==> config.mk <==
export PLATFORM = sky130hd
export DESIGN_NAME = lmc_mode_control
export DESIGN_NICKNAME = d
export VERILOG_FILES = /design/src/logic/lmc_mode_control.v
export VERILOG_INCLUDE_DIRS = /design/src /design/src/logic
export SDC_FILE = /design/constraint.sdc
export NUM_CORES = 1
export LEC_CHECK = 0
export ABC_CLOCK_PERIOD_IN_PS = 3600
export BUFFER_PORTS_ARGS = -buffer_cell sky130_fd_sc_hd__buf_2
export CAP_MARGIN = 20
export CORE_ASPECT_RATIO = 1.2
export CORE_MARGIN = 5
export CORE_UTILIZATION = 40
export DETAILED_ROUTE_END_ITERATION = 6
export MAX_ROUTING_LAYER = met4
export RECOVER_POWER = 100
export SYNTH_ARGS = -nofsm -noshare
export SYNTH_HDL_FRONTEND = slang
export SYNTH_SLANG_ARGS = --single-unit
==> constraint.sdc <==
create_clock -name clock -period 3.6 [get_ports clock]
set_clock_uncertainty 0.1 [all_clocks]
set_input_delay 0.36 -clock clock [delete_from_list [all_inputs] [get_ports clock]]
set_output_delay 0.36 -clock clock [all_outputs]
set_load 0.1 [all_outputs]
==> src/logic/lmc_defines.vh <==
// lmc_defines.vh: constants for the lin/uart mode control block
// assumes inclusion by its bare name from the design file
`ifndef LMC_DEFINES_VH
`define LMC_DEFINES_VH
`define LMC_DIV_W        16
`define LMC_TO_W         16
`define LMC_CNT_ZERO     16'h0000
`define LMC_CNT_ONE      16'h0001
`define LMC_BREAK_BITS   4'hd
`define LMC_BIT_ONE      4'h1
`define LMC_BIT_TWO      4'h2
`define LMC_BIT_ZERO     4'h0
`define LMC_DATA_BITS    4'h8
`define LMC_SYNC_BYTE    8'h55
`define LMC_TO_MODE_LIN  1'b0
`define LMC_TO_MODE_OC   1'b1
`define LMC_ST_IDLE      4'h0
`define LMC_ST_BREAK     4'h1
`define LMC_ST_DELIM     4'h2
`define LMC_ST_SYNC      4'h3
`define LMC_ST_PID       4'h4
`define LMC_ST_DATA      4'h5
`define LMC_ST_ZERO      4'h0
`define LMC_FIFO_W       8
`define LMC_FIFO_D       32
`define LMC_FIFO_AW      5
`endif

==> src/logic/lmc_mode_control.v <==
// lmc_mode_control.v: lin/uart mode control with a transmit fifo
// assumes software-driven configuration ports synchronous to clock
`timescale 1ns/1ps
`default_nettype none
`include "lmc_defines.vh"

module lmc_fifo #(
	parameter W  = 8,
	parameter D  = 32,
	parameter AW = 5
) (
	input  wire          clock,
	input  wire          rst_n,
	input  wire          in_valid,
	output wire          in_ready,
	input  wire [W-1:0]  in_data,
	output wire          out_valid,
	input  wire          out_ready,
	output wire [W-1:0]  out_data,
	output wire          full,
	output wire          empty
);
	reg [W-1:0] mem [0:D-1];
	reg [AW:0]  wp_q;
	reg [AW:0]  rp_q;
	wire        wr;
	wire        rd;
	assign empty     = (wp_q == rp_q);
	assign full      = (wp_q[AW] != rp_q[AW]) && (wp_q[AW-1:0] == rp_q[AW-1:0]);
	assign in_ready  = ~full;
	assign out_valid = ~empty;
	assign out_data  = mem[rp_q[AW-1:0]];
	assign wr        = in_valid & ~full;
	assign rd        = out_ready & ~empty;
	always @(posedge clock) begin
		if (wr)
			mem[wp_q[AW-1:0]] <= in_data;
	end
	always @(posedge clock or negedge rst_n) begin
		if (!rst_n) begin
			wp_q <= {(AW+1){1'b0}};
			rp_q <= {(AW+1){1'b0}};
		end else begin
			if (wr)
				wp_q <= wp_q + 1'b1;
			if (rd)
				rp_q <= rp_q + 1'b1;
		end
	end
endmodule

module lmc_mode_control (
	// clock and reset
	input  wire                  clock,
	input  wire                  rst_n,
	// mode configuration
	input  wire                  lin_mode,
	input  wire                  uart_fifo_mode,
	input  wire                  two_bit_delimiter_sel,
	input  wire                  idle_on_timeout,
	input  wire                  timeout_mode,
	input  wire [`LMC_TO_W-1:0]  timeout_limit,
	input  wire [`LMC_DIV_W-1:0] bit_div,
	input  wire                  rx_data_irq_en,
	input  wire                  tx_data_irq_en,
	// header request and data stream
	input  wire                  header_req,
	input  wire [7:0]            header_pid,
	input  wire                  tx_valid,
	output wire                  tx_ready,
	input  wire [7:0]            tx_data,
	// receive side events
	input  wire                  rx_byte_valid,
	input  wire                  rx_break_det,
	input  wire                  rx_fifo_empty,
	// serial line
	output reg                   lin_tx,
	// status
	output wire [3:0]            lin_state_field,
	output wire                  rx_fifo_empty_flag,
	output wire                  tx_fifo_full_flag,
	output reg                   timeout_event,
	output reg                   rx_data_irq,
	output reg                   tx_data_irq,
	output wire                  header_busy
);
	reg [3:0]             st_q;
	reg [3:0]             st_d;
	reg [`LMC_DIV_W-1:0]  div_q;
	reg [3:0]             bits_q;
	reg [9:0]             sh_q;
	reg [`LMC_TO_W-1:0]   to_q;
	wire                  tick;
	wire                  bit_end;
	wire                  f_valid;
	wire                  f_full;
	wire                  f_empty;
	wire [7:0]            f_data;
	wire                  f_take;
	wire                  in_frame;
	wire                  to_hit;
	wire                  force_idle;
	wire                  irq_ok;

	assign tick     = (div_q == `LMC_CNT_ZERO);
	assign bit_end  = tick && (bits_q == `LMC_BIT_ONE);
	assign in_frame = lin_mode && (st_q != `LMC_ST_IDLE);
	assign to_hit   = in_frame && (to_q == timeout_limit);
	// only lin timeout mode may pull the machine back to idle
	assign force_idle = to_hit && idle_on_timeout && (timeout_mode == `LMC_TO_MODE_LIN);
	// pop exactly when a queued byte is loaded into the shifter, so none is sent twice
	assign f_take   = bit_end && f_valid && (st_d == `LMC_ST_DATA) &&
	                  ((st_q == `LMC_ST_PID) || (st_q == `LMC_ST_DATA));

	lmc_fifo #(
		.W  (`LMC_FIFO_W),
		.D  (`LMC_FIFO_D),
		.AW (`LMC_FIFO_AW)
	) u_fifo (
		.clock     (clock),
		.rst_n     (rst_n),
		.in_valid  (tx_valid),
		.in_ready  (tx_ready),
		.in_data   (tx_data),
		.out_valid (f_valid),
		.out_ready (f_take),
		.out_data  (f_data),
		.full      (f_full),
		.empty     (f_empty)
	);

	always @* begin
		st_d = st_q;
		case (st_q)
			`LMC_ST_IDLE:  if (lin_mode && header_req) st_d = `LMC_ST_BREAK;
			`LMC_ST_BREAK: if (bit_end) st_d = `LMC_ST_DELIM;
			`LMC_ST_DELIM: if (bit_end) st_d = `LMC_ST_SYNC;
			`LMC_ST_SYNC:  if (bit_end) st_d = `LMC_ST_PID;
			`LMC_ST_PID:   if (bit_end) st_d = f_valid ? `LMC_ST_DATA : `LMC_ST_IDLE;
			`LMC_ST_DATA:  if (bit_end && !f_valid) st_d = `LMC_ST_IDLE;
			default:       st_d = `LMC_ST_IDLE;
		endcase
		// a fresh header in any frame state other than idle and identifier restarts identifier transmission
		if (in_frame && rx_break_det)
			st_d = `LMC_ST_PID;
		if (force_idle || !lin_mode)
			st_d = `LMC_ST_IDLE;
	end

	always @(posedge clock or negedge rst_n) begin
		if (!rst_n) begin
			st_q   <= `LMC_ST_IDLE;
			div_q  <= `LMC_CNT_ZERO;
			bits_q <= `LMC_BIT_ZERO;
			sh_q   <= 10'h3ff;
			lin_tx <= 1'b1;
			to_q   <= `LMC_CNT_ZERO;
			timeout_event <= 1'b0;
			rx_data_irq   <= 1'b0;
			tx_data_irq   <= 1'b0;
		end else begin
			st_q <= st_d;
			timeout_event <= to_hit;
			if (!in_frame || to_hit || st_d != st_q)
				to_q <= `LMC_CNT_ZERO;
			else
				to_q <= to_q + `LMC_CNT_ONE;
			if (st_d != st_q) begin
				div_q <= bit_div;
				case (st_d)
					`LMC_ST_BREAK: begin
						bits_q <= `LMC_BREAK_BITS;
						sh_q   <= 10'h000;
					end
					`LMC_ST_DELIM: begin
						// delimiter length follows the select bit
						bits_q <= two_bit_delimiter_sel ? `LMC_BIT_TWO : `LMC_BIT_ONE;
						sh_q   <= 10'h3ff;
					end
					`LMC_ST_SYNC: begin
						bits_q <= `LMC_DATA_BITS + `LMC_BIT_TWO;
						sh_q   <= {1'b1, `LMC_SYNC_BYTE, 1'b0};
					end
					`LMC_ST_PID: begin
						bits_q <= `LMC_DATA_BITS + `LMC_BIT_TWO;
						sh_q   <= {1'b1, header_pid, 1'b0};
					end
					`LMC_ST_DATA: begin
						bits_q <= `LMC_DATA_BITS + `LMC_BIT_TWO;
						sh_q   <= {1'b1, f_data, 1'b0};
					end
					default: begin
						bits_q <= `LMC_BIT_ZERO;
						sh_q   <= 10'h3ff;
					end
				endcase
			end else if (tick) begin
				div_q <= bit_div;
				if (bits_q != `LMC_BIT_ZERO)
					bits_q <= bits_q - `LMC_BIT_ONE;
				if (bit_end && st_q == `LMC_ST_DATA && f_valid) begin
					// chain the next queued byte without a gap
					bits_q <= `LMC_DATA_BITS + `LMC_BIT_TWO;
					sh_q   <= {1'b1, f_data, 1'b0};
				end else if (st_q != `LMC_ST_BREAK && st_q != `LMC_ST_DELIM)
					sh_q <= {1'b1, sh_q[9:1]};
			end else
				div_q <= div_q - `LMC_CNT_ONE;
			lin_tx <= (st_q == `LMC_ST_IDLE) ? 1'b1 : sh_q[0];
			rx_data_irq <= irq_ok && rx_data_irq_en && rx_byte_valid;
			tx_data_irq <= irq_ok && tx_data_irq_en && f_take;
		end
	end

	// in uart mode, fifo mode disables the data interrupts regardless of the enables
	assign irq_ok = lin_mode || !uart_fifo_mode;
	assign lin_state_field    = lin_mode ? st_q : `LMC_ST_ZERO;
	assign rx_fifo_empty_flag = !lin_mode && uart_fifo_mode && rx_fifo_empty;
	assign tx_fifo_full_flag  = !lin_mode && uart_fifo_mode && f_full;
	assign header_busy        = in_frame && !f_empty;
endmodule
`default_nettype wire

==> results of run 1 <==
## metal layers
| layer | vias up | wire length (µm) | track usage [%] |
|---|---|---|---|
| li1 | 3695 | - | - |
| met1 | 4024 | 13800 | 22.2 |
| met2 | 217 | 15900 | 27.0 |
| met3 | 44 | 1430 | 2.72 |
| met4 | 0 | 633 | 3.98 |
| met5 | - | 0 | - |
## power breakdown
group | total (mW) | switching (mW) | internal, mW
clock | 3.26 | 1.40 | 1.87
sequential | 4.43 | 0.144 | 4.29
combinational | 0.827 | 0.527 | 0.299
total | 8.52 | 2.07 | 6.45
## registers in the layout, summed over array words and instances (netlist names)
name	cells
u_fifo.mem	256
to_q	16
timeout_event	1
u_fifo.wp_q	6
rx_data_irq	1
sh_q	10
st_q	4
bits_q	4
lin_tx	1
tx_data_irq	1
div_q	16
u_fifo.rp_q	6
## path summary, 6_finish.rpt
| kind | to | start | slack (ps) | cells past startpoint |
|---|---|---|---|---|
| worst max-delay path | div_q[5]$_DFF_PN0_ | div_q[0]$_DFF_PN0_ | 160 | 10 |
| worst min-delay path | div_q[15]$_DFF_PN0_ | bit_div[15] | 30 | 2 |
| worst max register to register | div_q[5]$_DFF_PN0_ | div_q[0]$_DFF_PN0_ | 160 | 10 |
| worst min register to register | u_fifo.rp_q[5]$_DFFE_PN0P_ | u_fifo.rp_q[5]$_DFFE_PN0P_ | 400 | 1 |
| max in group asynchronous | div_q[9]$_DFF_PN0_ | rst_n | 970 | 3 |
| min in group asynchronous | to_q[5]$_DFF_PN0_ | rst_n | 330 | 2 |
## per-stage QoR
step	setup WS (ps)	area, µm²	power, mW	hold slack (ps)
after CTS	72.2	16500	8.64	4.40
after global placement	122	15300	5.33	176
after global routing	23.6	16400	8.88	10.9
after detailed placement	82.2	15300	5.35	171
after floorplan	34.8	14000	5.00	-35.6
final	162	16400	8.52	27.0
## cell families (layout without fill, tap and decap cells)
group | after synthesis | after routing
AO/OA/AOI/OAI | 83 | 83
other | 1 | 1
flip-flops | 322 | 322
AND/OR/NAND/NOR | 227 | 228
multiplexers | 122 | 122
adder cells (fa/ha/maj) | 10 | 10
XOR/XNOR | 58 | 58
buffers and inverters | 59 | 231
## layout by cell type, fill, tap and decap left out, drive strengths merged, types with 18 or more instances in the layout
| cell type | n |
|---|---|
| edfxtp | 256 |
| clkbuf | 104 |
| nor2 | 88 |
| buf | 74 |
| mux4 | 65 |
| dfrtp | 55 |
| xor2 | 37 |
| nand2 | 37 |
| mux2i | 35 |
| nand3 | 25 |
| mux2 | 22 |
| xnor2 | 21 |
| dlygate4sd3 | 18 |
| inv | 18 |
## timing repair
action / in CTS / in global routing
hold endpoints to repair: 28 / 0
resized for setup: 0 / 3
setup buffers: 0 / 2
hold buffers: 18 / 0
setup endpoints to repair: 0 / 34
## area by class of cell
cell class,count,area [µm²],share of cell area [%]
Tap cell,462,578,3.53
Inverter,15,56.3,0.344
Clock buffer,43,906,5.54
Multi-Input combinational cell,502,4430,27.1
Timing Repair Buffer,153,897,5.48
Clock inverter,20,128,0.780
Sequential cell,322,9360,57.2
==> impl_metrics.py, run 1 <==
metrics = {
    "floorplan": {
        "core_um2": 34800,
        "die_w_um": 181,
        "die-area_um2": 38900,
        "core.rowCount": 75,
        "start_util_pct": 40.3,
        "die_h_um": 215,
        "io_pins": 74,
    },
    "logic_synthesis": {
        "ys_seq_area_share_pct": 66.6,
        "ys_warn_count": 0,
        "synth_top_family_by_area": "multiplexers",
        "yosys.area_share.adder_pct": 0.892,
        "netlist_instances": 882,
        "syn_avg_cell_area_um2": 15.9,
        "synth_top_area_cell": "edfxtp_1",
        "synth_edf_count": 256,
        "yosys.area.top_type_share_pct": 54.8,
        "async_flop_share_pct": 20.5,
        "synthMuxAreaShare_pct": 14.9,
        "synth_area_leaders": "edfxtp_1, mux4_2, dfrtp_1, mux2i_1, nor2_1",
        "synth_fp_nets": 954,
        "synth-simple-area-share_pct": 7.97,
        "synthTopCellsByCount": "edfxtp_1, nor2_1, mux4_2",
        "yosys.area_share.xor_xnor_pct": 3.62,
        "ys_ff_latch": 322,
        "synthFlopType": "edfxtp_1",
        "synth.cell_area_um2": 14000,
        "synth_compound_area_share_pct": 4.11,
        "synthMostInstantiatedCell": "edfxtp_1",
        "synth_cell_types": 66,
    },
    "grt": {
        "antenna_found_initial": 0,
        "grt_max_degree": 37,
        "grt_usage_pct": 16.6,
        "grt_pass1_wl_um": 49300,
        "grt_pass1_vias": 8290,
        "grt-ovfl-total": 0,
    },
    "timing": {
        "period_needed_ps": 3440,
        "finalCritPeriodShare_pct": 95.5,
        "slew_violations": 65,
        "worst_slew_pin_slew_ps": 1770,
        "rsz0062_at_grt": "false",
        "setup_viol": 0,
        "tns_ps": 0,
        "hold_viol": 0,
        "slew_headroom_pct": -18.0,
        "max_freq_ghz": 0.291,
    },
    "layout": {
        "diodes": 0,
        "final_nets": 1101,
        "syn2layout_area_growth_pct": 16.5,
        "final_core_util_pct": 47.0,
        "final_layout_size_suffix_gt1_share_pct": 23.9,
        "fillCellCount": 3052,
        "finalNonFillerCells": 1517,
    },
    "pwr": {
        "peakVddDrop_uv": 325,
        "leakagePower_nw": 5.60,
        "power_density_nw_per_um2": 521,
    },
    "place": {
        "gp_congestion": 0.898,
        "dp_hpwl_um": 20600,
        "numPortBuffers": 73,
        "dp.cells": 1433,
    },
    "outcome": {
        "status": "complete, but fails checks",
        "violations": "capacitance limit, slew limit",
    },
    "critical_path": {
        "path_max_fanout": 8,
        "crit_slowest_cell": "or3b_2",
        "critical_path_class": "register to register",
        "crit_buf_inv": 1,
        "slowest_delay_ps": 480,
        "path_delay_family": "simple AND/OR/NAND/NOR gates",
        "worstPathRequired_ps": 3890,
        "critPathCaptureType": "register",
        "path_cells": "inv_1 -> ha_1 -> or3b_2 -> or4_4 -> or3_4 -> o211ai_4 -> o31a_1 -> and2_4 -> and3_4 -> mux2_2",
        "cp-start-kind": "register",
        "critical_path_arrival_ps": 3730,
    },
    "min_path": {
        "hold_class": "primary input to register",
    },
    "drt": {
        "wl_per_cell_um": 20.9,
        "route.detailed.drc": 0,
        "drt-vias-per-instance": 5.26,
        "routed_wl_um": 31700,
        "firstDrtPassIters": 5,
        "vias": 7980,
        "drt_iter0_markers": 638,
        "ant_nets": 0,
    },
    "cts": {
        "tritoncts": "yes",
        "cts_sinks": 322,
        "h-tree-depth": 2,
        "clock_path_buffers": 3,
        "root_buffer": "clkbuf_16",
        "numCtsBuffers": 35,
        "clk_pin_slew_worst_paths_ps": 60,
        "clkLatencyLatePin_ps": 510,
    },
    "run": {
        "max-cap-violations": 2,
    },
}
No activity file was read; power rests on OpenSTA's default activity.
==> run 2: changes to the inputs <==
- CELL_PAD_IN_SITES_DETAIL_PLACEMENT: unset -> 1
- CELL_PAD_IN_SITES_GLOBAL_PLACEMENT: unset -> 2
- PLACE_DENSITY_LB_ADDON: unset -> 0.1
==> run 2 against run 1 <==
Net effect:
- the run still ends with capacitance limit, slew limit left
- first-iteration DRC count decreased by 26%
- setup slack got worse by 47 ps
- global-route usage increased by 2.0 points
- sequential share of layout area decreased by 1.1 points
- die area unchanged
- core utilization increased by 0.93 points
- worst hold slack improved by 52 ps
- via count increased by 1.7%
- sequential power about the same
- total power increased by 7.9%
- non-clock buffer count increased by 7
- count of clock-buffer cells in the layout decreased by 3
- largest power group unchanged
==> impl_metrics.py, run 2 (synthesized netlist as in run 1, its figures left out) <==
metrics = {
    "outcome": {
        "violations": "capacitance limit, slew limit",
        "status": "complete, but fails checks",
    },
    "pwr": {
        "clockPowerShare_pct": 42.2,
        "leakagePower_nw": 5.82,
        "swShare_pct": 23.8,
        "p_int_mw": 7.01,
        "pwr-share-comb_pct": 9.4,
        "power_density_nw_per_um2": 551,
        "seq_power_share_pct": 48.4,
        "peakVddDrop_uv": 460,
        "p_total_mw": 9.20,
        "p_sw_mw": 2.19,
    },
    "timing": {
        "period_needed_ps": 3480,
        "worst_slew_pin_slew_ps": 1880,
        "rsz0062_at_grt": "false",
        "hold_viol": 0,
        "slew_violations": 164,
        "finalCritPeriodShare_pct": 96.8,
        "setup_viol": 0,
        "tns_ps": 0,
        "fin_ws_ps": 115,
        "slew_headroom_pct": -25.4,
        "max_freq_ghz": 0.287,
    },
    "floorplan": {
        "die_w_um": 181,
        "io_pins": 74,
        "start_util_pct": 40.3,
        "core.rowCount": 75,
        "die_h_um": 215,
        "die-area_um2": 38900,
        "core_um2": 34800,
    },
    "critical_path": {
        "cp-start-kind": "register",
        "r2r-end": "div_q[8]$_DFF_PN0_",
        "r2r_slack_ps": 120,
        "rr_startpoint": "div_q[6]$_DFF_PN0_",
        "path_max_fanout": 9,
        "cp-endpoint": "div_q[8]$_DFF_PN0_",
        "worstPathRequired_ps": 3890,
        "r2r_cells": 9,
        "critical_path_arrival_ps": 3780,
        "critPathCaptureType": "register",
        "critical_path_class": "register to register",
        "crit_start": "div_q[6]$_DFF_PN0_",
    },
    "layout": {
        "fillCellCount": 3382,
        "final_core_util_pct": 47.9,
        "final_layout_size_suffix_gt1_share_pct": 27.4,
        "syn2layout_area_growth_pct": 18.8,
        "final_common_cell": "edfxtp_1",
        "most-common-layout-cells": "edfxtp_1, nor2_1, mux4_2",
        "final_nets": 1108,
        "largest_register_ffs": 256,
        "diodes": 0,
    },
    "grt": {
        "grt_usage_pct": 18.6,
        "grt_pass1_vias": 9142,
        "antenna_found_initial": 0,
        "grt_pass1_wl_um": 54300,
        "grt_max_degree": 33,
        "grt-ovfl-total": 0,
    },
    "drt": {
        "vias": 8114,
        "route.detailed.drc": 0,
        "drt-vias-per-instance": 5.32,
        "ant_nets": 0,
        "wl_per_cell_um": 22.8,
        "routed_wl_um": 34800,
        "firstDrtPassIters": 4,
        "drt_iter0_markers": 471,
    },
    "cts": {
        "numCtsBuffers": 36,
        "cts_sinks": 322,
        "clk_pin_slew_worst_paths_ps": 60,
        "clkLatencyLatePin_ps": 530,
        "root_buffer": "clkbuf_16",
        "h-tree-depth": 2,
        "tritoncts": "yes",
        "clock_path_buffers": 3,
    },
    "min_path": {
        "holdCritStartpoint": "header_pid[6]",
        "hold_class": "primary input to register",
    },
    "place": {
        "gp_congestion": 0.834,
        "dp_hpwl_um": 23800,
        "dp_worst_setup_slack_ps": 38.5,
        "numPortBuffers": 73,
    },
    "run": {
        "max-cap-violations": 5,
    },
}
## run 2: power groups by stage
stage                     sequential (mW)  combinational, mW  clock (mW)
after floorplan                      4.44              0.562           0
after detailed placement             4.52              0.880           0
after global placement               4.49              0.847           0
after CTS                            4.44              0.902        3.99
after global routing                 4.47              0.955        4.16
final                                4.45              0.866        3.88
## run 2: worst min path at each step
stage | endpoint | depth (start not counted)
2_1_floorplan | bits_q[0]$_DFFE_PN0P_ | 0
3_3_place_gp | to_q[6]$_DFF_PN0_ | 1
3_5_place_dp | to_q[5]$_DFF_PN0_ | 1
4_1_cts | sh_q[7]$_DFFE_PN1P_ | 3
5_1_grt | sh_q[7]$_DFFE_PN1P_ | 3
6_report | sh_q[7]$_DFFE_PN1P_ | 3
## run 2: metrics by stage
step | hold WS, ps | instances | cell area [µm²]
after global placement | 358 | 1436 | 15300
final | 79.0 | 1524 | 16700
after global routing | 76.5 | 1524 | 16700
after floorplan | -35.6 | 882 | 14000
after CTS | 50.4 | 1520 | 16800
after detailed placement | 379 | 1436 | 15300
## run 2: repair_timing
item,in CTS,in global routing
resized for setup,0,3
hold buffers,20,0
setup endpoints to repair,0,21
hold endpoints to repair,41,0
setup buffers,0,4
## run 2: per-layer routing
| metal | up-vias | wire [µm] | global-route usage (%) |
|---|---|---|---|
| met1 | 4197 | 13800 | 21.8 |
| li1 | 3704 | - | - |
| met2 | 169 | 18800 | 33.4 |
| met3 | 44 | 1580 | 3.28 |
| met4 | 0 | 643 | 4.40 |
| met5 | - | 0 | - |
## run 2: area by class of cell
| type | count | area [µm²] | area share (%) |
|---|---|---|---|
| sequential | 322 | 9360 | 56.1 |
| multi-input combinational | 501 | 4430 | 26.5 |
| timing repair buffer | 160 | 1000 | 6.02 |
| clock buffer | 40 | 947 | 5.68 |
| tap | 462 | 578 | 3.47 |
| clock inverter | 24 | 308 | 1.85 |
| inverter | 15 | 56.3 | 0.338 |
## run 2: critical path, cell delays in order (launching register included)
cell,delay (ps)
dfrtp_1,420
or4_4,610
or4_4,590
or3_4,430
o211ai_4,200
o31a_1,180
and2_4,150
and3_4,220
buf_12,130
mux2_1,330
==> run 3: changes to the inputs <==
- CORE_UTILIZATION: 40 -> 41
- CTS_CLUSTER_DIAMETER: unset -> 120
==> run 3 against run 2 <==
Net effect:
- the run still ends with capacitance limit, slew limit left
- via count is 0.41% lower
- critical path depth is 1 higher
- first-iteration DRC count is 0.85% higher
- sequential share of layout area up 0.77 points
- setup slack lost 11 ps
- fmax is 0.30% lower
- non-clock buffer count shrank 3
- cell count down 0.72%
- sequential cell count is the same
- total power down 4.8%
- critical endpoint is now u_fifo.rp_q[1]$_DFFE_PN0P_
- largest power group unchanged
==> impl_metrics.py, run 3 (synthesized netlist as in run 1, its figures left out) <==
metrics = {
    "layout": {
        "diodes": 0,
        "syn2layout_area_growth_pct": 17.3,
        "most-common-layout-cells": "edfxtp_1, nor2_1, mux4_2",
        "fillCellCount": 3341,
        "final_layout_size_suffix_gt1_share_pct": 25.7,
        "final_common_cell": "edfxtp_1",
        "regArea_um2": 9360,
        "largest_register_ffs": 256,
        "finalNonFillerCells": 1513,
        "final_nets": 1106,
        "multi_input_area_um2": 4420,
    },
    "critical_path": {
        "r2r_cells": 10,
        "r2r-end": "u_fifo.rp_q[1]$_DFFE_PN0P_",
        "slowest_delay_ps": 490,
        "rr_startpoint": "div_q[0]$_DFF_PN0_",
        "path_max_fanout": 15,
        "critPathCaptureType": "register",
        "critical_path_arrival_ps": 3810,
        "path_cells": "inv_1 -> ha_2 -> or3b_2 -> or4_4 -> o21ai_1 -> o211ai_4 -> buf_6 -> nor2_1 -> and4_1 -> mux2_2",
        "worstPathRequired_ps": 3910,
        "r2r_slack_ps": 100,
        "crit_slowest_cell": "or3b_2",
        "crit_start": "div_q[0]$_DFF_PN0_",
        "cp-start-kind": "register",
        "critical_path_class": "register to register",
    },
    "floorplan": {
        "io_pins": 74,
        "die_w_um": 179,
        "core_um2": 34000,
        "core.rowCount": 74,
        "die_h_um": 213,
        "start_util_pct": 41.3,
        "die-area_um2": 38000,
    },
    "timing": {
        "tns_ps": 0,
        "period_needed_ps": 3500,
        "max_freq_ghz": 0.286,
        "finalCritPeriodShare_pct": 97.1,
        "rsz0062_at_grt": "false",
        "hold_ws_ps": 56.1,
        "slew_violations": 65,
        "worst_slew_pin_slew_ps": 1610,
        "setup_viol": 0,
        "hold_viol": 0,
        "slew_headroom_pct": -7.27,
    },
    "drt": {
        "vias": 8081,
        "drt_iter0_markers": 475,
        "routed_wl_um": 34600,
        "wl_per_cell_um": 22.9,
        "ant_nets": 0,
        "top_layer_used": "met4",
        "drt-vias-per-instance": 5.34,
        "firstDrtPassIters": 4,
        "route.detailed.drc": 0,
        "met2_length_um": 18200,
        "wl_met3_um": 1330,
        "wl_met1_um": 14400,
    },
    "min_path": {
        "holdCritStartpoint": "header_pid[6]",
        "min_path_cells": 3,
        "hold_class": "primary input to register",
        "holdPathEnd": "sh_q[7]$_DFFE_PN1P_",
    },
    "place": {
        "numPortBuffers": 73,
        "gp_congestion": 0.871,
        "dp.cells": 1430,
        "dp_hpwl_um": 23500,
    },
    "cts": {
        "h-tree-depth": 2,
        "cts_sinks": 322,
        "root_buffer": "clkbuf_16",
        "clkLatencyLatePin_ps": 530,
        "numCtsBuffers": 36,
        "clk_pin_slew_worst_paths_ps": 60,
        "clock_path_buffers": 3,
        "tritoncts": "yes",
    },
    "pwr": {
        "peakVddDrop_uv": 407,
        "leakagePower_nw": 5.68,
        "power_density_nw_per_um2": 532,
    },
    "grt": {
        "grt_max_degree": 33,
        "grt_pass1_wl_um": 52900,
        "grt_pass1_vias": 9033,
        "grt_usage_pct": 18.9,
        "antenna_found_initial": 0,
        "grt-ovfl-total": 0,
    },
    "run": {
        "max-cap-violations": 2,
    },
    "outcome": {
        "status": "complete, but fails checks",
        "violations": "capacitance limit, slew limit",
    },
}
run 3: changes by cell type in the layout (fill, tap and decap cells not counted), moves of 2 or more:
cell,delta
clkbuf_1,+11
buf_4,-6
bufinv_16,-5
clkbuf_2,-4
buf_12,-2
buf_2,-2
clkinv_1,+2
clkinv_4,+2
mux2_4,-2
run 3: layer usage:
layer	GRT usage, %	up-vias
li1	-	3693
met1	23.5	4175
met2	32.7	165
met3	2.80	48
met4	5.16	0
met5	-	-
run 3: power by group:
part	total [mW]	internal, mW	leakage, nW	switching, mW
combinational	0.854	0.306	2.00	0.548
clock	3.46	2.04	0.546	1.42
sequential	4.44	4.29	3.13	0.152
total	8.75	6.63	5.68	2.12
run 3: timing repair:
action	CTS	global route
hold buffers	20	0
resized for setup	0	4
buffers inserted	0	1
endpoints found under the setup margin	0	17
endpoints found under the hold margin	35	0
run 3: metrics by stage:
step                      cell area, µm²  total power [mW]  utilization, %  setup slack, ps
after floorplan                    14000              5.00               -             34.8
after global placement             15300              5.33            45.0              123
after detailed placement           15300              5.39            45.0             55.6
after CTS                          16600              8.91            48.8             47.9
after global routing               16500              9.18            48.4            0.882
final                              16500              8.75            48.4              105
run 3: worst max-delay path: cells and delay by family, from the launching register on:
family / cells / cell delay [ps]
buffers and inverters: 2 / 250
adder cells (fa/ha/maj): 1 / 180
multiplexers: 1 / 380
AND/OR/NAND/NOR: 4 / 1740
flip-flops: 1 / 390
AO/OA/AOI/OAI: 2 / 340
run 3: cell type report:
class	instances	area share, %
clock buffers	40	5.76
clock inverters	21	1.01
inverters	15	0.342
multi-input cells	502	26.9
flip-flops and latches	322	56.9
well taps	456	3.47
repair buffers	157	5.68
run 3: worst max path at each step:
stage / to / slack (ps)
2_1_floorplan: div_q[11]$_DFF_PN0_ / 30
3_5_place_dp: div_q[4]$_DFF_PN0_ / 60
6_report: u_fifo.rp_q[1]$_DFFE_PN0P_ / 100
3_3_place_gp: div_q[0]$_DFF_PN0_ / 120
5_1_grt: bits_q[3]$_DFFE_PN0P_ / 0.9
4_1_cts: div_q[3]$_DFF_PN0_ / 50
